`config.mk`:
```
export PLATFORM = sky130hd
export DESIGN_NAME = cma_mac
export DESIGN_NICKNAME = d
export VERILOG_FILES = /design/src/rtl/cma_pkg.sv /design/src/rtl/cma_backoff.sv /design/src/rtl/cma_mac.sv
export VERILOG_INCLUDE_DIRS = /design/src /design/src/rtl
export SDC_FILE = /design/constraint.sdc
export NUM_CORES = 1
export LEC_CHECK = 0
export BUFFER_PORTS_ARGS = -buffer_cell sky130_fd_sc_hd__buf_4
export CAP_MARGIN = 15
export CORE_ASPECT_RATIO = 1.2
export CORE_MARGIN = 2
export CORE_UTILIZATION = 30
export CTS_CLUSTER_DIAMETER = 80
export DETAILED_ROUTE_END_ITERATION = 12
export SETUP_SLACK_MARGIN = 0.15
export SLEW_MARGIN = 20
export SYNTH_ARGS = -nofsm -noshare
export SYNTH_HDL_FRONTEND = slang
export SYNTH_SLANG_ARGS = --single-unit
```
`constraint.sdc`:
```
create_clock -name pclk -period 8.5 [get_ports pclk]
set_clock_uncertainty 0.15 [all_clocks]
set_input_delay 1.275 -clock pclk [delete_from_list [all_inputs] [get_ports pclk]]
set_output_delay 1.275 -clock pclk [all_outputs]
set_load 0.01 [all_outputs]
```
`src/rtl/cma_cfg.svh`:
```
// Constants for the CSMA/CD media access block
`ifndef CMA_CFG_SVH
`define CMA_CFG_SVH
`define CMA_OFS_GAP        8'h00
`define CMA_OFS_DEFER      8'h04
`define CMA_OFS_MODE       8'h08
`define CMA_OFS_STATUS     8'h0c
`define CMA_GAP_RST        8'h60
`define CMA_DEFER_PART_ONE_RST       8'h3c
`define CMA_BIT_MODIFIED_BACKOFF_ENABLE       3
`define CMA_BIT_TX2PD      4
`define CMA_BIT_SPEED      0
`define CMA_BIT_RETRY_DISABLE       5
`define CMA_ST_ONE         0
`define CMA_ST_MORE        1
`define CMA_ST_RETRY_FAILURE_FLAG        2
`define CMA_ST_LATE_COLLISION_FLAG        3
`define CMA_ST_DEF         4
`define CMA_PRE_BITS       10'h03f
`define CMA_JAM_BITS       5'h1f
`define CMA_SLOT_BITS      10'h200
`define CMA_SLOT_LAST      9'h1ff
`define CMA_MAX_ATTEMPTS   5'h10
`define CMA_BACKOFF_LIMIT  10
`define CMA_DIV_10M        4'h9
`define CMA_CLK_NS         10
`define CMA_BLIND_NS       4000
`define CMA_BLIND_CYC      (`CMA_BLIND_NS / `CMA_CLK_NS)
`endif

```
`src/rtl/cma_pkg.sv`:
```
// Types for the CSMA/CD media access block
package cma_pkg;
  typedef enum logic [2:0] {
    CMA_DEFER   = 3'h0,
    CMA_PRE     = 3'h1,
    CMA_DATA    = 3'h3,
    CMA_JAM     = 3'h2,
    CMA_BACKOFF = 3'h6
  } cma_state_t;

  typedef struct packed {
    logic       busy;
    logic [3:0] retries;
    logic       deferred;
    logic       late_collision_flag;
    logic       retry_failure_flag;
    logic       more;
    logic       one;
  } cma_status_t;

  typedef struct packed {
    logic [7:0] gap;
    logic [7:0] defer_part_one;
    logic       modified_backoff_enable;
    logic       tx_two_part_defer_disable;
    logic       retry_disable;
    logic       speed_100;
  } cma_cfg_t;
endpackage

```
`src/rtl/cma_backoff.sv`:
```
// Pseudo random slot count for truncated binary exponential backoff
`timescale 1ns/100ps
module cma_backoff #(
  parameter int LIMIT = 10
) (
  input  wire logic       pclk,
  input  wire logic       presetn,
  input  wire logic [4:0] attempt,
  output logic      [9:0] slots
);
  logic [15:0] lfsr_q;

  function automatic logic [9:0] range_mask(input logic [4:0] n);
    logic [4:0] k;
    k = (n > 5'(LIMIT)) ? 5'(LIMIT) : n;
    range_mask = 10'((11'h1 << k) - 11'h1);
  endfunction

  always_ff @(posedge pclk or negedge presetn) begin
    if (!presetn) begin
      lfsr_q <= 16'hace1;
    end else begin
      lfsr_q <= {lfsr_q[14:0], lfsr_q[15] ^ lfsr_q[13] ^ lfsr_q[12] ^ lfsr_q[10]};
    end
  end

  // r uniform in 0 .. 2^min(n,10)-1
  assign slots = lfsr_q[9:0] & range_mask(attempt);
endmodule

```
`src/rtl/cma_mac.sv`:
```
// Half-duplex CSMA/CD media access engine with APB registers
// Functional notes
// - Sensed carrier makes the medium busy; pending frames wait until quiet.
// - Gap timer starts the inter-frame gap when receive carrier drops.
// - After receive the gap splits into a first and second deferral part.
// - In part one, carrier holds the gap count at zero; restart after.
// - In part two with a frame pending, carrier is ignored; transmit anyway.
// - Gap and part-one lengths are programmable; gap resets to 96 bits.
// - Same gap after transmissions and after receptions.
// - Transmit two-part disable ignores part-one length after transmits.
// - Carrier is ignored for 4.0 us after own transmission ends.
// - Carrier from 4 to 6 us after transmit restarts part one only.
// - Collision in preamble: finish 64-bit preamble, then jam.
// - Collision before 512 bits: abort data, send 32-bit zero jam.
// - At most 16 attempts per frame, each retry after random backoff.
// - One/more flags by retry count; 16 collisions sets only retry failure.
// - Retry disable: first collision fails frame, flag failure, flush.
// - Collision after 512 bits is late: jam, flag, flush, no retry.
// - nth retry waits r slots, r random in 0..2^min(n,10)-1.
// - Modified backoff pauses slot and gap counting while carrier sensed.
// - Retry count, deferral and late collision reported per frame.
//
// The APB register port and the register offsets were left to the implementer.
`timescale 1ns/100ps
`include "cma_cfg.svh"
module cma_mac #(
  parameter int BLIND_CYC = `CMA_BLIND_CYC
) (
  input  wire logic        pclk,
  input  wire logic        presetn,
  input  wire logic        psel,
  input  wire logic        penable,
  input  wire logic        pwrite,
  input  wire logic [7:0]  paddr,
  input  wire logic [31:0] pwdata,
  output logic      [31:0] prdata,
  output logic             pready,
  output logic             pslverr,
  input  wire logic        carrier_sense,
  input  wire logic        collision_input,
  input  wire logic        tx_req,
  input  wire logic        tx_done,
  output logic             bit_tick,
  output logic             tx_en,
  output logic             tx_preamble,
  output logic             tx_payload,
  output logic             tx_jam,
  output logic             frame_done,
  output logic             frame_flush
);
  typedef struct packed {
    cma_pkg::cma_state_t  st;
    cma_pkg::cma_cfg_t    cfg;
    cma_pkg::cma_status_t stat;
    logic [3:0]  div;
    logic [7:0]  gap_cnt;
    logic [9:0]  bit_cnt;
    logic [4:0]  jam_cnt;
    logic [4:0]  attempts;
    logic [9:0]  slots;
    logic [8:0]  slot_bits;
    logic [9:0]  blind_cnt;
    logic        col_pend;
    logic        late_pend;
    logic        after_tx;
    logic        deferred;
    logic        done;
    logic        flush;
    logic [31:0] rdata;
  } cma_regs_t;

  cma_regs_t  q;
  cma_regs_t  d;
  logic [9:0] rnd_slots;
  logic       wr_en;
  logic       rd_en;
  logic       tick;
  logic       blind;
  logic       crs_eff;
  logic [7:0] part_one;
  logic       pause;

  function automatic logic hit(input logic [7:0] a, input logic [7:0] ofs);
    hit = (a == ofs);
  endfunction

  function automatic logic mapped(input logic [7:0] a);
    mapped = hit(a, `CMA_OFS_GAP) || hit(a, `CMA_OFS_DEFER) ||
             hit(a, `CMA_OFS_MODE) || hit(a, `CMA_OFS_STATUS);
  endfunction

  cma_backoff #(
    .LIMIT (`CMA_BACKOFF_LIMIT)
  ) u_backoff (
    .pclk    (pclk),
    .presetn (presetn),
    .attempt (q.attempts),
    .slots   (rnd_slots)
  );

  assign wr_en   = psel && penable && pwrite;
  assign rd_en   = psel && !penable && !pwrite;
  assign pready  = 1'b1;
  assign pslverr = psel && penable && !mapped(paddr);
  assign prdata  = q.rdata;

  // Bit-time enable: every cycle at 100 Mbps, every tenth at 10 Mbps
  assign tick    = q.cfg.speed_100 || (q.div == 4'h0);
  assign blind   = (q.blind_cnt != 10'h000);
  assign crs_eff = carrier_sense && !blind;
  assign pause   = q.cfg.modified_backoff_enable && carrier_sense;
  // Part two after our own transmit may be switched off
  assign part_one = (q.after_tx && q.cfg.tx_two_part_defer_disable) ?
                    q.cfg.gap : q.cfg.defer_part_one;

  assign bit_tick    = tick;
  assign tx_preamble = (q.st == cma_pkg::CMA_PRE);
  assign tx_payload  = (q.st == cma_pkg::CMA_DATA);
  assign tx_jam      = (q.st == cma_pkg::CMA_JAM);
  assign tx_en       = tx_preamble || tx_payload || tx_jam;
  assign frame_done  = q.done;
  assign frame_flush = q.flush;

  always_comb begin
    d       = q;
    d.done  = 1'b0;
    d.flush = 1'b0;
    d.div   = (q.div == 4'h0) ? `CMA_DIV_10M : q.div - 4'h1;
    if (blind) begin
      d.blind_cnt = q.blind_cnt - 10'h001;
    end

    // Register writes
    if (wr_en) begin
      if (hit(paddr, `CMA_OFS_GAP)) begin
        d.cfg.gap            = pwdata[7:0];
        d.cfg.defer_part_one = pwdata[15:8];
      end else if (hit(paddr, `CMA_OFS_DEFER)) begin
        d.cfg.modified_backoff_enable   = pwdata[`CMA_BIT_MODIFIED_BACKOFF_ENABLE];
        d.cfg.tx_two_part_defer_disable = pwdata[`CMA_BIT_TX2PD];
      end else if (hit(paddr, `CMA_OFS_MODE)) begin
        d.cfg.retry_disable = pwdata[`CMA_BIT_RETRY_DISABLE];
        d.cfg.speed_100     = pwdata[`CMA_BIT_SPEED];
      end
    end

    // Read data captured in the setup phase
    if (rd_en) begin
      d.rdata = 32'h0;
      if (hit(paddr, `CMA_OFS_GAP)) begin
        d.rdata[15:0] = {q.cfg.defer_part_one, q.cfg.gap};
      end else if (hit(paddr, `CMA_OFS_DEFER)) begin
        d.rdata[`CMA_BIT_MODIFIED_BACKOFF_ENABLE]  = q.cfg.modified_backoff_enable;
        d.rdata[`CMA_BIT_TX2PD] = q.cfg.tx_two_part_defer_disable;
      end else if (hit(paddr, `CMA_OFS_MODE)) begin
        d.rdata[`CMA_BIT_RETRY_DISABLE]  = q.cfg.retry_disable;
        d.rdata[`CMA_BIT_SPEED] = q.cfg.speed_100;
      end else if (hit(paddr, `CMA_OFS_STATUS)) begin
        d.rdata[4:0]  = {q.stat.deferred, q.stat.late_collision_flag,
                         q.stat.retry_failure_flag, q.stat.more, q.stat.one};
        d.rdata[11:8] = q.stat.retries;
        d.rdata[16]   = q.stat.busy;
      end
    end

    case (q.st)
      cma_pkg::CMA_DEFER: begin
        if (crs_eff) begin
          d.after_tx = 1'b0;
        end
        // Carrier in part one, or with nothing pending, restarts the gap
        if (crs_eff && (q.gap_cnt < part_one || !tx_req)) begin
          d.gap_cnt = 8'h00;
          if (tx_req) begin
            d.deferred = 1'b1;
          end
        end else if (tick && !pause && q.gap_cnt < q.cfg.gap) begin
          // Part two with a frame pending does not restart on carrier; modified backoff pauses the count
          d.gap_cnt = q.gap_cnt + 8'h01;
        end
        if (tx_req && q.gap_cnt >= q.cfg.gap) begin
          d.st        = cma_pkg::CMA_PRE;
          d.bit_cnt   = 10'h000;
          d.col_pend  = 1'b0;
          d.late_pend = 1'b0;
          d.attempts  = q.attempts + 5'h01;
          d.stat.busy = 1'b1;
        end
      end

      cma_pkg::CMA_PRE: begin
        if (collision_input) begin
          d.col_pend = 1'b1;
        end
        if (tick) begin
          d.bit_cnt = q.bit_cnt + 10'h001;
          if (q.bit_cnt == `CMA_PRE_BITS) begin
            d.jam_cnt = 5'h00;
            d.st = (q.col_pend || collision_input) ?
                   cma_pkg::CMA_JAM : cma_pkg::CMA_DATA;
          end
        end
      end

      cma_pkg::CMA_DATA: begin
        if (tick && q.bit_cnt != 10'h3ff) begin
          d.bit_cnt = q.bit_cnt + 10'h001;
        end
        if (collision_input) begin
          d.st        = cma_pkg::CMA_JAM;
          d.jam_cnt   = 5'h00;
          d.late_pend = (q.bit_cnt >= `CMA_SLOT_BITS);
        end else if (tx_done) begin
          d.st                       = cma_pkg::CMA_DEFER;
          d.done                     = 1'b1;
          d.stat                     = '0;
          d.stat.busy                = 1'b1;
          d.stat.retries             = 4'(q.attempts - 5'h01);
          d.stat.one                 = (q.attempts == 5'h02);
          d.stat.more                = (q.attempts > 5'h02);
          d.stat.deferred            = q.deferred;
          d.attempts                 = 5'h00;
          d.deferred                 = 1'b0;
          d.gap_cnt                  = 8'h00;
          d.after_tx                 = 1'b1;
          d.blind_cnt                = 10'(BLIND_CYC);
        end
      end

      cma_pkg::CMA_JAM: begin
        if (tick) begin
          d.jam_cnt = q.jam_cnt + 5'h01;
          if (q.jam_cnt == `CMA_JAM_BITS) begin
            d.gap_cnt   = 8'h00;
            d.after_tx  = 1'b1;
            d.blind_cnt = 10'(BLIND_CYC);
            if (q.late_pend || q.cfg.retry_disable ||
                q.attempts >= `CMA_MAX_ATTEMPTS) begin
              // Frame abandoned and removed from the transmit queue
              d.st       = cma_pkg::CMA_DEFER;
              d.done     = 1'b1;
              d.flush    = 1'b1;
              d.stat     = '0;
              d.stat.busy = 1'b1;
              d.stat.late_collision_flag = q.late_pend;
              d.stat.retry_failure_flag  = !q.late_pend;
              d.stat.retries  = 4'(q.attempts - 5'h01);
              d.stat.deferred = q.deferred;
              d.attempts = 5'h00;
              d.deferred = 1'b0;
            end else begin
              d.st        = cma_pkg::CMA_BACKOFF;
              d.slots     = rnd_slots;
              d.slot_bits = 9'h000;
            end
          end
        end
      end

      cma_pkg::CMA_BACKOFF: begin
        if (q.slots == 10'h000) begin
          d.st      = cma_pkg::CMA_DEFER;
          d.gap_cnt = 8'h00;
        end else if (tick && !pause) begin
          d.slot_bits = q.slot_bits + 9'h001;
          if (q.slot_bits == `CMA_SLOT_LAST) begin
            d.slots = q.slots - 10'h001;
          end
        end
      end

      default: begin
        d.st = cma_pkg::CMA_DEFER;
      end
    endcase
  end

  always_ff @(posedge pclk or negedge presetn) begin
    if (!presetn) begin
      q                    <= '0;
      q.st                 <= cma_pkg::CMA_DEFER;
      q.cfg.gap            <= `CMA_GAP_RST;
      q.cfg.defer_part_one <= `CMA_DEFER_PART_ONE_RST;
    end else begin
      q <= d;
    end
  end
endmodule

```
==> impl_metrics.ini, run 1 <==
[run_status]
run_status = complete, no violations

[critical_path]
criticalPathCategory = flip-flop to output pin
path_depth = 4
r2r_setup_slk_ns = 5.21
critical_path_arrival_ns = 2.13
r2r_end = q[55]$_DFFE_PN0P_
cp_data_required_time_ns = 7.07
cpLargestDelayFamily = simple AND/OR/NAND/NOR gates
crit_path_top_delay_cell = sky130_fd_sc_hd__nor4_1
cp_max_fo = 5
cell_chain_of_the_critical_path = nor4_1, nor2_1, inv_1, buf_4
timing.reg2reg.worst_path_depth = 9
critical_path.max_stage_delay_ns = 0.70
startpoint = q[95]$_DFF_PN0_
rr_startpoint = q[57]$_DFFE_PN0P_
cp.buffers_inverters = 2
worstSetupEndpointType = output pin
cp-start-kind = flip-flop

[synthesis]
ys_types = 63
netlist_top_cells_area = sky130_fd_sc_hd__dfrtp_1 (42%), sky130_fd_sc_hd__dfstp_2 (5.2%), sky130_fd_sc_hd__ha_1 (4.9%)
post_synthesis_cells = 760
synth_compound_gate_area_share_pct = 13.78
count_of_flip_flops_with_a_built_in_enable_after_synthesis = 0
yosysSeqAreaShare_pct = 47.14
post-synth-top-area-fraction_pct = 41.95
flop_and_latch_count_out_of_synthesis = 133
synth.area.mux_share_pct = 4.548
synthArstFlopShare_pct = 100.0
largest_family_of_logic_cells_by_synthesized_area = simple AND/OR/NAND/NOR gates
mapped_avg_cell_area_um2 = 9.340
synthesis.area_um2 = 7098
parity_gate_share_of_the_synthesized_area_counting_xor_and_xnor_cells_pct = 2.591
yosysWarnings = 0
synth-simple-area-share_pct = 20.29
post_synth_fa_ha_maj_area_fraction_pct = 4.936
synth_top_flop_cell = sky130_fd_sc_hd__dfrtp_1
synthDominantAreaCellType = sky130_fd_sc_hd__dfrtp_1

[timing]
finalHoldWorstSlack_ns = 0.2012
timing.slew.headroom_pct = 27.49
setup_ws_ns = 4.943
maxClockFrequency_ghz = 0.2812
timing.setup.tns_ns = 0
min_period_over_period_pct = 41.84
final_critical_period_ns = 3.557
report.final.setup_viol = 0
timing.final.hold_violations = 0
tightest_slew_ns = 1.078
final-max-slew-violation-count = 0
rsz0062_at_grt = no

[floorplanning]
chipHeight_um = 172.5
floorplan.die.width_um = 144.4
fp.dieArea_um2 = 24910
std_cell_rows = 61
core_area_um2 = 23200
floorplan.initialDensity_pct = 30.59
io-pin-count = 90

[clock_tree]
clock_insertion_delay_worst_skew_ns = 0.42
clock_tree_from_tritoncts = done
clk_path_buf_depth = 2
cts_post_setup_buffers_inserted = 0
numClockSinks = 133
worst_setup_hold_path_clk_slew_ns = 0.06
clock_buffer_count_from_cts = 17
post_cts_hold_buffer_count = 0
clock_tree.root_cell = sky130_fd_sc_hd__clkbuf_16
post_cts_resized = 0
cts.htree.levels = 4

[placed_design]
numPortBuffers = 57
placed_cells_incl_taps = 1095
dp_slack_ns = 4.975
gpl.final_weighted_congestion = 0.7865
postPlaceCellArea_um2 = 7675
place_hpwl_um = 11580

[finish]
antenna_cells_inserted = 0
finished_layout_cell_area_um2 = 8327
fin_util_pct = 35.89
areaGrowthSynthToFinish_pct = 17.31
fraction_of_layout_cells_with_a_size_suffix_above_1_pct = 17.12
final-seq-area_um2 = 3346
nets = 876
multi_input_area_um2 = 3342
nFillCells = 2376
final_cell_count_no_fill = 1127

[run]
cap_viol_max_count = 0

[power_and_ir_drop]
power_density_nw_per_um2 = 233.7
total_power_mw = 1.946
total_leakage_power_nw = 3.884
peak_ir_drop_on_the_vdd_network_uv = 127.4

[global_route]
met1_usage_grt_pct = 18.00
grt_first_pass_wirelength_um = 26230
antenna_found_initial = 0
top_usage_layer = met2
groute.layer.met3.usage_pct = 2.506
grt_max_degree = 80
grt_remaining_overflow = 0
grt_pass1_vias = 5230
globalRouteTotalUtil_pct = 13.14
met2_usage_pct = 20.60

[worst_hold_path]
timing.hold.worst_endpoint = u_backoff.lfsr_q[15]$_DFF_PN1_
whs_path_depth = 0
hold_path_origin = u_backoff.lfsr_q[14]$_DFF_PN0_
min-delay-path-class = flip-flop to flip-flop

[route]
via_count = 5470
routed_wirelength_um = 15840
dr.pass1.iters = 4
viasPerCell = 4.854
drt_initial_violations = 401
route.antenna.remaining_nets = 0
drc_errors = 0
avgRoutedWirePerCell_um = 14.06
==> worst max-delay path by stage <==
stage                     endpoint
after global placement     pslverr
after global routing      bit_tick
after CTS                 bit_tick
after floorplan            pslverr
final                     bit_tick
after detailed placement   pslverr
==> cell type report <==
type,instances,share of cell area (%)
Tap cell,315,4.733
Multi-Input combinational cell,551,40.14
Clock inverter,11,2.059
Sequential cell,133,40.18
Clock buffer,21,5.770
Timing Repair Buffer,61,5.545
Inverter,35,1.578
==> cell usage in the layout (no fill, tap or decap), types with 5 or more instances in the layout <==
cell type,n
sky130_fd_sc_hd__a21oi_1,25
sky130_fd_sc_hd__mux2i_1,12
sky130_fd_sc_hd__mux2_2,17
sky130_fd_sc_hd__xor2_1,7
sky130_fd_sc_hd__and3_1,6
sky130_fd_sc_hd__xnor2_1,14
sky130_fd_sc_hd__ha_1,28
sky130_fd_sc_hd__and2_1,9
sky130_fd_sc_hd__nand3_1,29
sky130_fd_sc_hd__nor2_1,84
sky130_fd_sc_hd__dfrtp_1,119
sky130_fd_sc_hd__nor4_1,8
sky130_fd_sc_hd__or3_1,5
sky130_fd_sc_hd__conb_1,16
sky130_fd_sc_hd__nand2b_1,8
sky130_fd_sc_hd__nor3_1,21
sky130_fd_sc_hd__inv_1,33
sky130_fd_sc_hd__dfstp_2,14
sky130_fd_sc_hd__nand2_1,91
sky130_fd_sc_hd__o21ai_1,5
sky130_fd_sc_hd__nor2b_1,8
sky130_fd_sc_hd__a221o_1,5
sky130_fd_sc_hd__buf_4,60
sky130_fd_sc_hd__a221oi_1,7
sky130_fd_sc_hd__clkbuf_16,17
sky130_fd_sc_hd__o21ai_0,60
sky130_fd_sc_hd__a31oi_1,13
sky130_fd_sc_hd__nand4_1,6
==> layer usage <==
layer / wire length (um) / part of all wire [%] / up-vias
met2: 7476 / 47 / 102
li1: - / - / 2705
met4: 252 / 1.6 / 0
met3: 650 / 4.1 / 17
met1: 7464 / 47 / 2646
met5: 0 / 0 / -
==> sequential cells by signal, summed over array words and instances (netlist names) <==
signal / cells
q: 98
prdata: 17
u_backoff.lfsr_q: 16
frame_done: 1
frame_flush: 1
==> kinds of logic (layout without fill, tap and decap cells) <==
group | Yosys count | in the layout
flip-flops | 133 | 133
AO/OA/AOI/OAI | 154 | 154
other | 2 | 16
AND/OR/NAND/NOR | 302 | 302
adder cells (fa/ha/maj) | 28 | 28
XOR/XNOR | 21 | 21
multiplexers | 30 | 30
buffers and inverters | 90 | 128
==> report_power, final <==
group,internal [mW],switching [mW],total [mW]
clock,0.523,0.276,0.799
sequential,0.711,0.0891,0.801
combinational,0.146,0.200,0.347
total,1.38,0.565,1.95
==> cell usage after synthesis, drive strengths merged (3+ instances only) <==
cell type  number
nor4            9
a22o            3
mux2i          12
a221oi          7
or3             6
a211oi          3
nand2b          8
o211ai          4
or4             6
nor2b           8
and2           10
o31ai           3
o41ai           3
or2             4
xor2            7
ha             28
a32oi           4
nor3b           3
nand2          92
a221o           5
nand3          29
inv            35
o21ai          66
a31oi          13
nand4           6
xnor2          14
dfrtp         119
dfstp          14
and3            6
a21oi          25
nor3           21
clkbuf         20
mux2           18
buf            35
nor2           84
No activity file was read; power rests on OpenSTA's default activity.
==> inputs of run 2 (changes only) <==
==> constraint.sdc (replaced) <==
create_clock -name pclk -period 3.05 [get_ports pclk]
set_clock_uncertainty 0.15 [all_clocks]
set_input_delay 0.4575 -clock pclk [delete_from_list [all_inputs] [get_ports pclk]]
set_output_delay 0.4575 -clock pclk [all_outputs]
set_load 0.01 [all_outputs]
==> run 2 against run 1 <==
  * Sequential share of layout area shrank 1.2 points
  * Combinational power rose to 3.1 times the previous value
  * Count of clock-buffer cells in the layout fell by 3
  * Routed wire length grew 3.4%
  * Critical path type is now flip-flop to flip-flop
  * Critical endpoint is now q[93]$_DFFE_PN0P_
  * Largest cell class is now multi-input gates
  * Highest routed layer unchanged
==> impl_metrics.ini, run 2 (synthesis results as in run 1) <==
[run_status]
run_status = complete, no violations

[critical_path]
critical_path.max_stage_delay_ns = 0.50
criticalPathCategory = flip-flop to flip-flop
cp_data_required_time_ns = 3.20
cp.buffers_inverters = 0
cell_chain_of_the_critical_path = or4_4, or3_4, or4_4, nand2_2, a21boi_4, o221ai_4, a221o_1
cp_max_fo = 8
cp-start-kind = flip-flop
critical_path_arrival_ns = 2.99
critical-path-top-cell-by-count = sky130_fd_sc_hd__or4_4
r2r_setup_slk_ns = 0.21
crit_path_top_delay_cell = sky130_fd_sc_hd__or4_4
cpLargestDelayFamily = simple AND/OR/NAND/NOR gates
worstSetupEndpointType = flip-flop

[floorplanning]
fp.dieArea_um2 = 24910
floorplan.initialDensity_pct = 30.59
chipHeight_um = 172.5
core_area_um2 = 23200
std_cell_rows = 61
io-pin-count = 90
floorplan.die.width_um = 144.4

[clock_tree]
clock_buffer_count_from_cts = 17
clock_insertion_delay_worst_skew_ns = 0.42
worst_setup_hold_path_clk_slew_ns = 0.06
numClockSinks = 133
clock_tree.root_cell = sky130_fd_sc_hd__clkbuf_16
clk_path_buf_depth = 2
cts.htree.levels = 4
clock_tree_from_tritoncts = done

[route]
viasPerCell = 4.842
drt_initial_violations = 367
avgRoutedWirePerCell_um = 14.15
via_count = 5607
dr.pass1.iters = 5
drc_errors = 0
route.antenna.remaining_nets = 0
routed_wirelength_um = 16390

[global_route]
grt_max_degree = 66
grt_pass1_vias = 5320
antenna_found_initial = 0
globalRouteTotalUtil_pct = 13.37
grt_first_pass_wirelength_um = 26690
grt_remaining_overflow = 0

[finish]
antenna_cells_inserted = 0
final-seq-area_um2 = 3346
flip_flop_count_of_the_largest_register_after_layout = 98
nFillCells = 2378
multi_input_area_um2 = 3382
areaGrowthSynthToFinish_pct = 21.06
commonest_cells_after_routing_fill_and_taps_aside = sky130_fd_sc_hd__dfrtp_1 (119), sky130_fd_sc_hd__nand2_1 (91), sky130_fd_sc_hd__buf_4 (87)
nets = 907
fin_util_pct = 37.04
most_frequent_standard_cell_in_the_layout_excluding_fill_and_tap_cells = sky130_fd_sc_hd__dfrtp_1
fraction_of_layout_cells_with_a_size_suffix_above_1_pct = 20.88
max_flop_register = q

[power_and_ir_drop]
power_density_nw_per_um2 = 633.2
peak_ir_drop_on_the_vdd_network_uv = 332.4
total_leakage_power_nw = 4.013

[timing]
timing.final.hold_violations = 0
rsz0062_at_grt = yes
tightest_slew_ns = 0.6764
final_critical_period_ns = 2.838
report.final.setup_viol = 0
timing.setup.tns_ns = 0
maxClockFrequency_ghz = 0.3524
timing.slew.headroom_pct = 54.56
min_period_over_period_pct = 93.04
final-max-slew-violation-count = 0

[placed_design]
place_hpwl_um = 11790
numPortBuffers = 57
gpl.final_weighted_congestion = 0.8017

[run]
cap_viol_max_count = 0

[worst_hold_path]
min-delay-path-class = input port to flip-flop
run 2: changes by cell type in the layout (fill, tap and decap cells not counted), sizes merged:
| cell | change |
|---|---|
| clkbuf | -3 |
| clkinv | +2 |
| buf | +30 |
| dlygate4sd3 | +1 |
| clkinvlp | +2 |
| inv | -1 |
run 2: metal layers:
metal	vias to the layer above	track usage [%]	part of all wire, %
met5	-	0	0
met4	0	4.450	1.5
met3	16	2.700	4.0
met2	113	21.17	47
met1	2707	18.21	47
li1	2771	-	-
run 2: worst paths after layout:
check                                          startpoint  cells past startpoint                             end
setup / recovery                          q[41]$_DFF_PN0_                      7               q[93]$_DFFE_PN0P_
hold / removal                                  pwdata[7]                      3              q[128]$_DFFE_PN0P_
setup reg to reg                          q[41]$_DFF_PN0_                      7               q[93]$_DFFE_PN0P_
hold reg to reg            u_backoff.lfsr_q[14]$_DFF_PN0_                      0  u_backoff.lfsr_q[15]$_DFF_PN1_
max in group asynchronous                         presetn                      3              q[118]$_DFFE_PN1P_
min in group asynchronous                         presetn                      2           prdata[9]$_DFFE_PN0P_
run 2: repair_timing:
action,4_1_cts,5_1_grt
hold buffers,1,0
buffers inserted,1,11
endpoints found under the hold margin,56,0
pin swaps,6,7
gates resized for setup,1,9
endpoints found under the setup margin,8,10
run 2: layout make-up:
type	count	share of cell area (%)
Tap cell	315	4.586
Inverter	35	1.529
Sequential cell	133	38.93
Clock inverter	14	2.140
Clock buffer	18	5.111
Timing Repair Buffer	92	8.343
Multi-Input combinational cell	551	39.36
run 2: stage by stage:
stage | setup slack, ns | hold WS (ns) | power [mW] | instances | cell area (um^2)
after floorplan | 0.2644 | 0.01191 | 2.930 | 774 | 7151
after detailed placement | 0.07585 | 0.1918 | 3.268 | 1113 | 7823
after global placement | 0.1033 | 0.1876 | 3.242 | 1113 | 7823
after global routing | 0.08713 | 0.1059 | 5.756 | 1158 | 8593
after CTS | 0.1643 | 0.08421 | 5.458 | 1147 | 8474
final | 0.2122 | 0.09245 | 5.441 | 1158 | 8593
run 2: where the power goes:
group          internal, mW  total (mW)  switching, mW
logic                 0.481        1.09          0.613
clock network          1.38        2.14          0.762
registers              1.98        2.21          0.223
run 2: worst min-delay path, cell delays in order:
cell,delay (ns)
sky130_fd_sc_hd__buf_4,0.08
sky130_fd_sc_hd__nand2_1,0.04
sky130_fd_sc_hd__o21ai_0,0.06
==> inputs of run 3 (changes only) <==
--- a/config.mk
+++ b/config.mk
@@ -13,6 +13,7 @@
 export CORE_UTILIZATION = 30
 export CTS_CLUSTER_DIAMETER = 80
 export DETAILED_ROUTE_END_ITERATION = 12
+export PLACE_DENSITY_LB_ADDON = 0.15
 export SETUP_SLACK_MARGIN = 0.15
 export SLEW_MARGIN = 20
 export SYNTH_ARGS = -nofsm -noshare
==> constraint.sdc (replaced) <==
create_clock -name pclk -period 3.05 [get_ports pclk]
set_clock_uncertainty 0.15 [all_clocks]
set_input_delay 0.1525 -clock pclk [delete_from_list [all_inputs] [get_ports pclk]]
set_output_delay 0.1525 -clock pclk [all_outputs]
set_load 0.01 [all_outputs]
==> run 3 against run 2 <==
  * Utilization increased by 0.98 points
  * Count of clock-buffer cells in the layout increased by 3
  * Final area increased by 2.6%
  * Sequential cell count unchanged
  * Critical path depth unchanged
  * Maximum frequency decreased by 1.6%
  * Cell count increased by 1.3%
  * Setup slack got worse by 0.045 ns
  * Critical endpoint is now q[91]$_DFFE_PN0P_
  * Largest cell class unchanged
  * Highest routed layer unchanged
==> impl_metrics.ini, run 3 (synthesis results as in run 1) <==
[route]
dr.pass1.iters = 4
via_count = 5607
drt_initial_violations = 291
route.antenna.remaining_nets = 0
avgRoutedWirePerCell_um = 15.01
viasPerCell = 4.780
drc_errors = 0
routed_wirelength_um = 17610

[finish]
most_frequent_standard_cell_in_the_layout_excluding_fill_and_tap_cells = sky130_fd_sc_hd__dfrtp_1
max_flop_register = q
commonest_cells_after_routing_fill_and_taps_aside = sky130_fd_sc_hd__dfrtp_1 (119), sky130_fd_sc_hd__nand2_1 (90), sky130_fd_sc_hd__nor2_1 (84), sky130_fd_sc_hd__buf_4 (84), sky130_fd_sc_hd__o21ai_0 (60)
antenna_cells_inserted = 0
nets = 922
finished_layout_cell_area_um2 = 8821
final_cell_count_no_fill = 1173
flip_flop_count_of_the_largest_register_after_layout = 98
areaGrowthSynthToFinish_pct = 24.27
fraction_of_layout_cells_with_a_size_suffix_above_1_pct = 19.81
nFillCells = 2405
fin_util_pct = 38.02

[timing]
final_critical_period_ns = 2.882
tightest_slew_ns = 0.7994
rsz0062_at_grt = yes
timing.setup.tns_ns = 0
maxClockFrequency_ghz = 0.3469
final-max-slew-violation-count = 0
setup_ws_ns = 0.1675
report.final.setup_viol = 0
min_period_over_period_pct = 94.51
timing.final.hold_violations = 0
timing.slew.headroom_pct = 46.29

[critical_path]
criticalPathCategory = flip-flop to flip-flop
timing.reg2reg.worst_path_depth = 7
r2r_setup_slk_ns = 0.17
critical_path_arrival_ns = 3.03
cp_data_required_time_ns = 3.20
r2r_end = q[91]$_DFFE_PN0P_
cell_chain_of_the_critical_path = or4_4, or3_4, or4_4, nand2_2, a21boi_4, o221ai_4, a221o_1
crit_path_top_delay_cell = sky130_fd_sc_hd__or4_4
worstSetupEndpointType = flip-flop
cp_max_fo = 8
critical-path-top-cell-by-count = sky130_fd_sc_hd__or4_4
critical_path.max_stage_delay_ns = 0.54
rr_startpoint = q[43]$_DFF_PN0_
cp-start-kind = flip-flop

[floorplanning]
floorplan.die.width_um = 144.4
io-pin-count = 90
floorplan.initialDensity_pct = 30.59
chipHeight_um = 172.5
fp.dieArea_um2 = 24910
std_cell_rows = 61
core_area_um2 = 23200

[clock_tree]
worst_setup_hold_path_clk_slew_ns = 0.06
clock_insertion_delay_worst_skew_ns = 0.42
clock_tree.root_cell = sky130_fd_sc_hd__clkbuf_16
clk_path_buf_depth = 2
clock_tree_from_tritoncts = done
clock_buffer_count_from_cts = 17
numClockSinks = 133
cts.htree.levels = 4

[power_and_ir_drop]
peak_ir_drop_on_the_vdd_network_uv = 288.8
total_leakage_power_nw = 4.118
power_density_nw_per_um2 = 648.0

[worst_hold_path]
whs_path_depth = 4
hold_path_origin = paddr[4]
min-delay-path-class = input port to flip-flop
timing.hold.worst_endpoint = prdata[5]$_DFFE_PN0P_

[run]
cap_viol_max_count = 0

[global_route]
grt_max_degree = 56
grt_remaining_overflow = 0
antenna_found_initial = 0
globalRouteTotalUtil_pct = 14.77
grt_pass1_vias = 5547
grt_first_pass_wirelength_um = 28900

[placed_design]
postPlaceCellArea_um2 = 7865
place_hpwl_um = 12740
placed_cells_incl_taps = 1117
gpl.final_weighted_congestion = 0.7572
numPortBuffers = 57
dp_slack_ns = 0.08556

[run_status]
run_status = complete, no violations
==> run 3: cell type report <==
class	instances	area [um^2]	share of cell area [%]
Clock buffer	21	470.5	5.333
Clock inverter	11	219.0	2.482
Inverter	35	131.4	1.489
Multi-Input combinational cell	551	3378	38.30
Sequential cell	133	3346	37.93
Tap cell	315	394.1	4.468
Timing Repair Buffer	107	882.1	10.00
==> run 3: stage by stage <==
| stage | power [mW] | hold WS (ns) |
|---|---|---|
| CTS | 5.778 | 0.003722 |
| global route | 6.055 | 0.01308 |
| finish | 5.716 | 0.01389 |
| global placement | 3.289 | -0.002475 |
| detailed placement | 3.300 | -0.004175 |
| floorplan | 2.930 | -0.2931 |
==> run 3: timing repair <==
item                                    4_1_cts  5_1_grt
resized for setup                             2        5
pin swaps                                     1        4
setup buffers                                 1        3
hold endpoints to repair                     75        0
hold buffers                                 20        0
endpoints found under the setup margin        7       10
==> run 3: how the worst max path moves through the flow <==
stage	start	endpoint	slack, ns	cells past startpoint
2_1_floorplan	q[43]$_DFF_PN0_	q[90]$_DFFE_PN0P_	0.26	7
3_3_place_gp	q[43]$_DFF_PN0_	q[94]$_DFFE_PN0P_	0.10	7
3_5_place_dp	q[43]$_DFF_PN0_	q[94]$_DFFE_PN0P_	0.09	7
4_1_cts	q[35]$_DFFE_PN0P_	q[93]$_DFFE_PN0P_	0.15	10
5_1_grt	q[43]$_DFF_PN0_	q[91]$_DFFE_PN0P_	0.10	7
6_report	q[43]$_DFF_PN0_	q[91]$_DFFE_PN0P_	0.17	7
==> run 3: critical path: cells and delay by family (launching register included) <==
kind	cells	cell delay, ns
AND/OR/NAND/NOR	4	1.45
AO/OA/AOI/OAI	3	0.78
flip-flops	1	0.39
==> run 3: layer usage <==
layer / wire length (um) / global-route usage [%]
met3: 558 / 2.506
met5: 0 / 0
met2: 8105 / 23.28
met1: 8547 / 20.02
met4: 398 / 6.028
==> run 3: power breakdown <==
part | leakage [nW] | internal, mW | switching (mW)
clock network | 0.334 | 1.61 | 0.794
registers | 1.64 | 1.98 | 0.226
logic | 2.14 | 0.485 | 0.623
total | 4.12 | 4.07 | 1.64
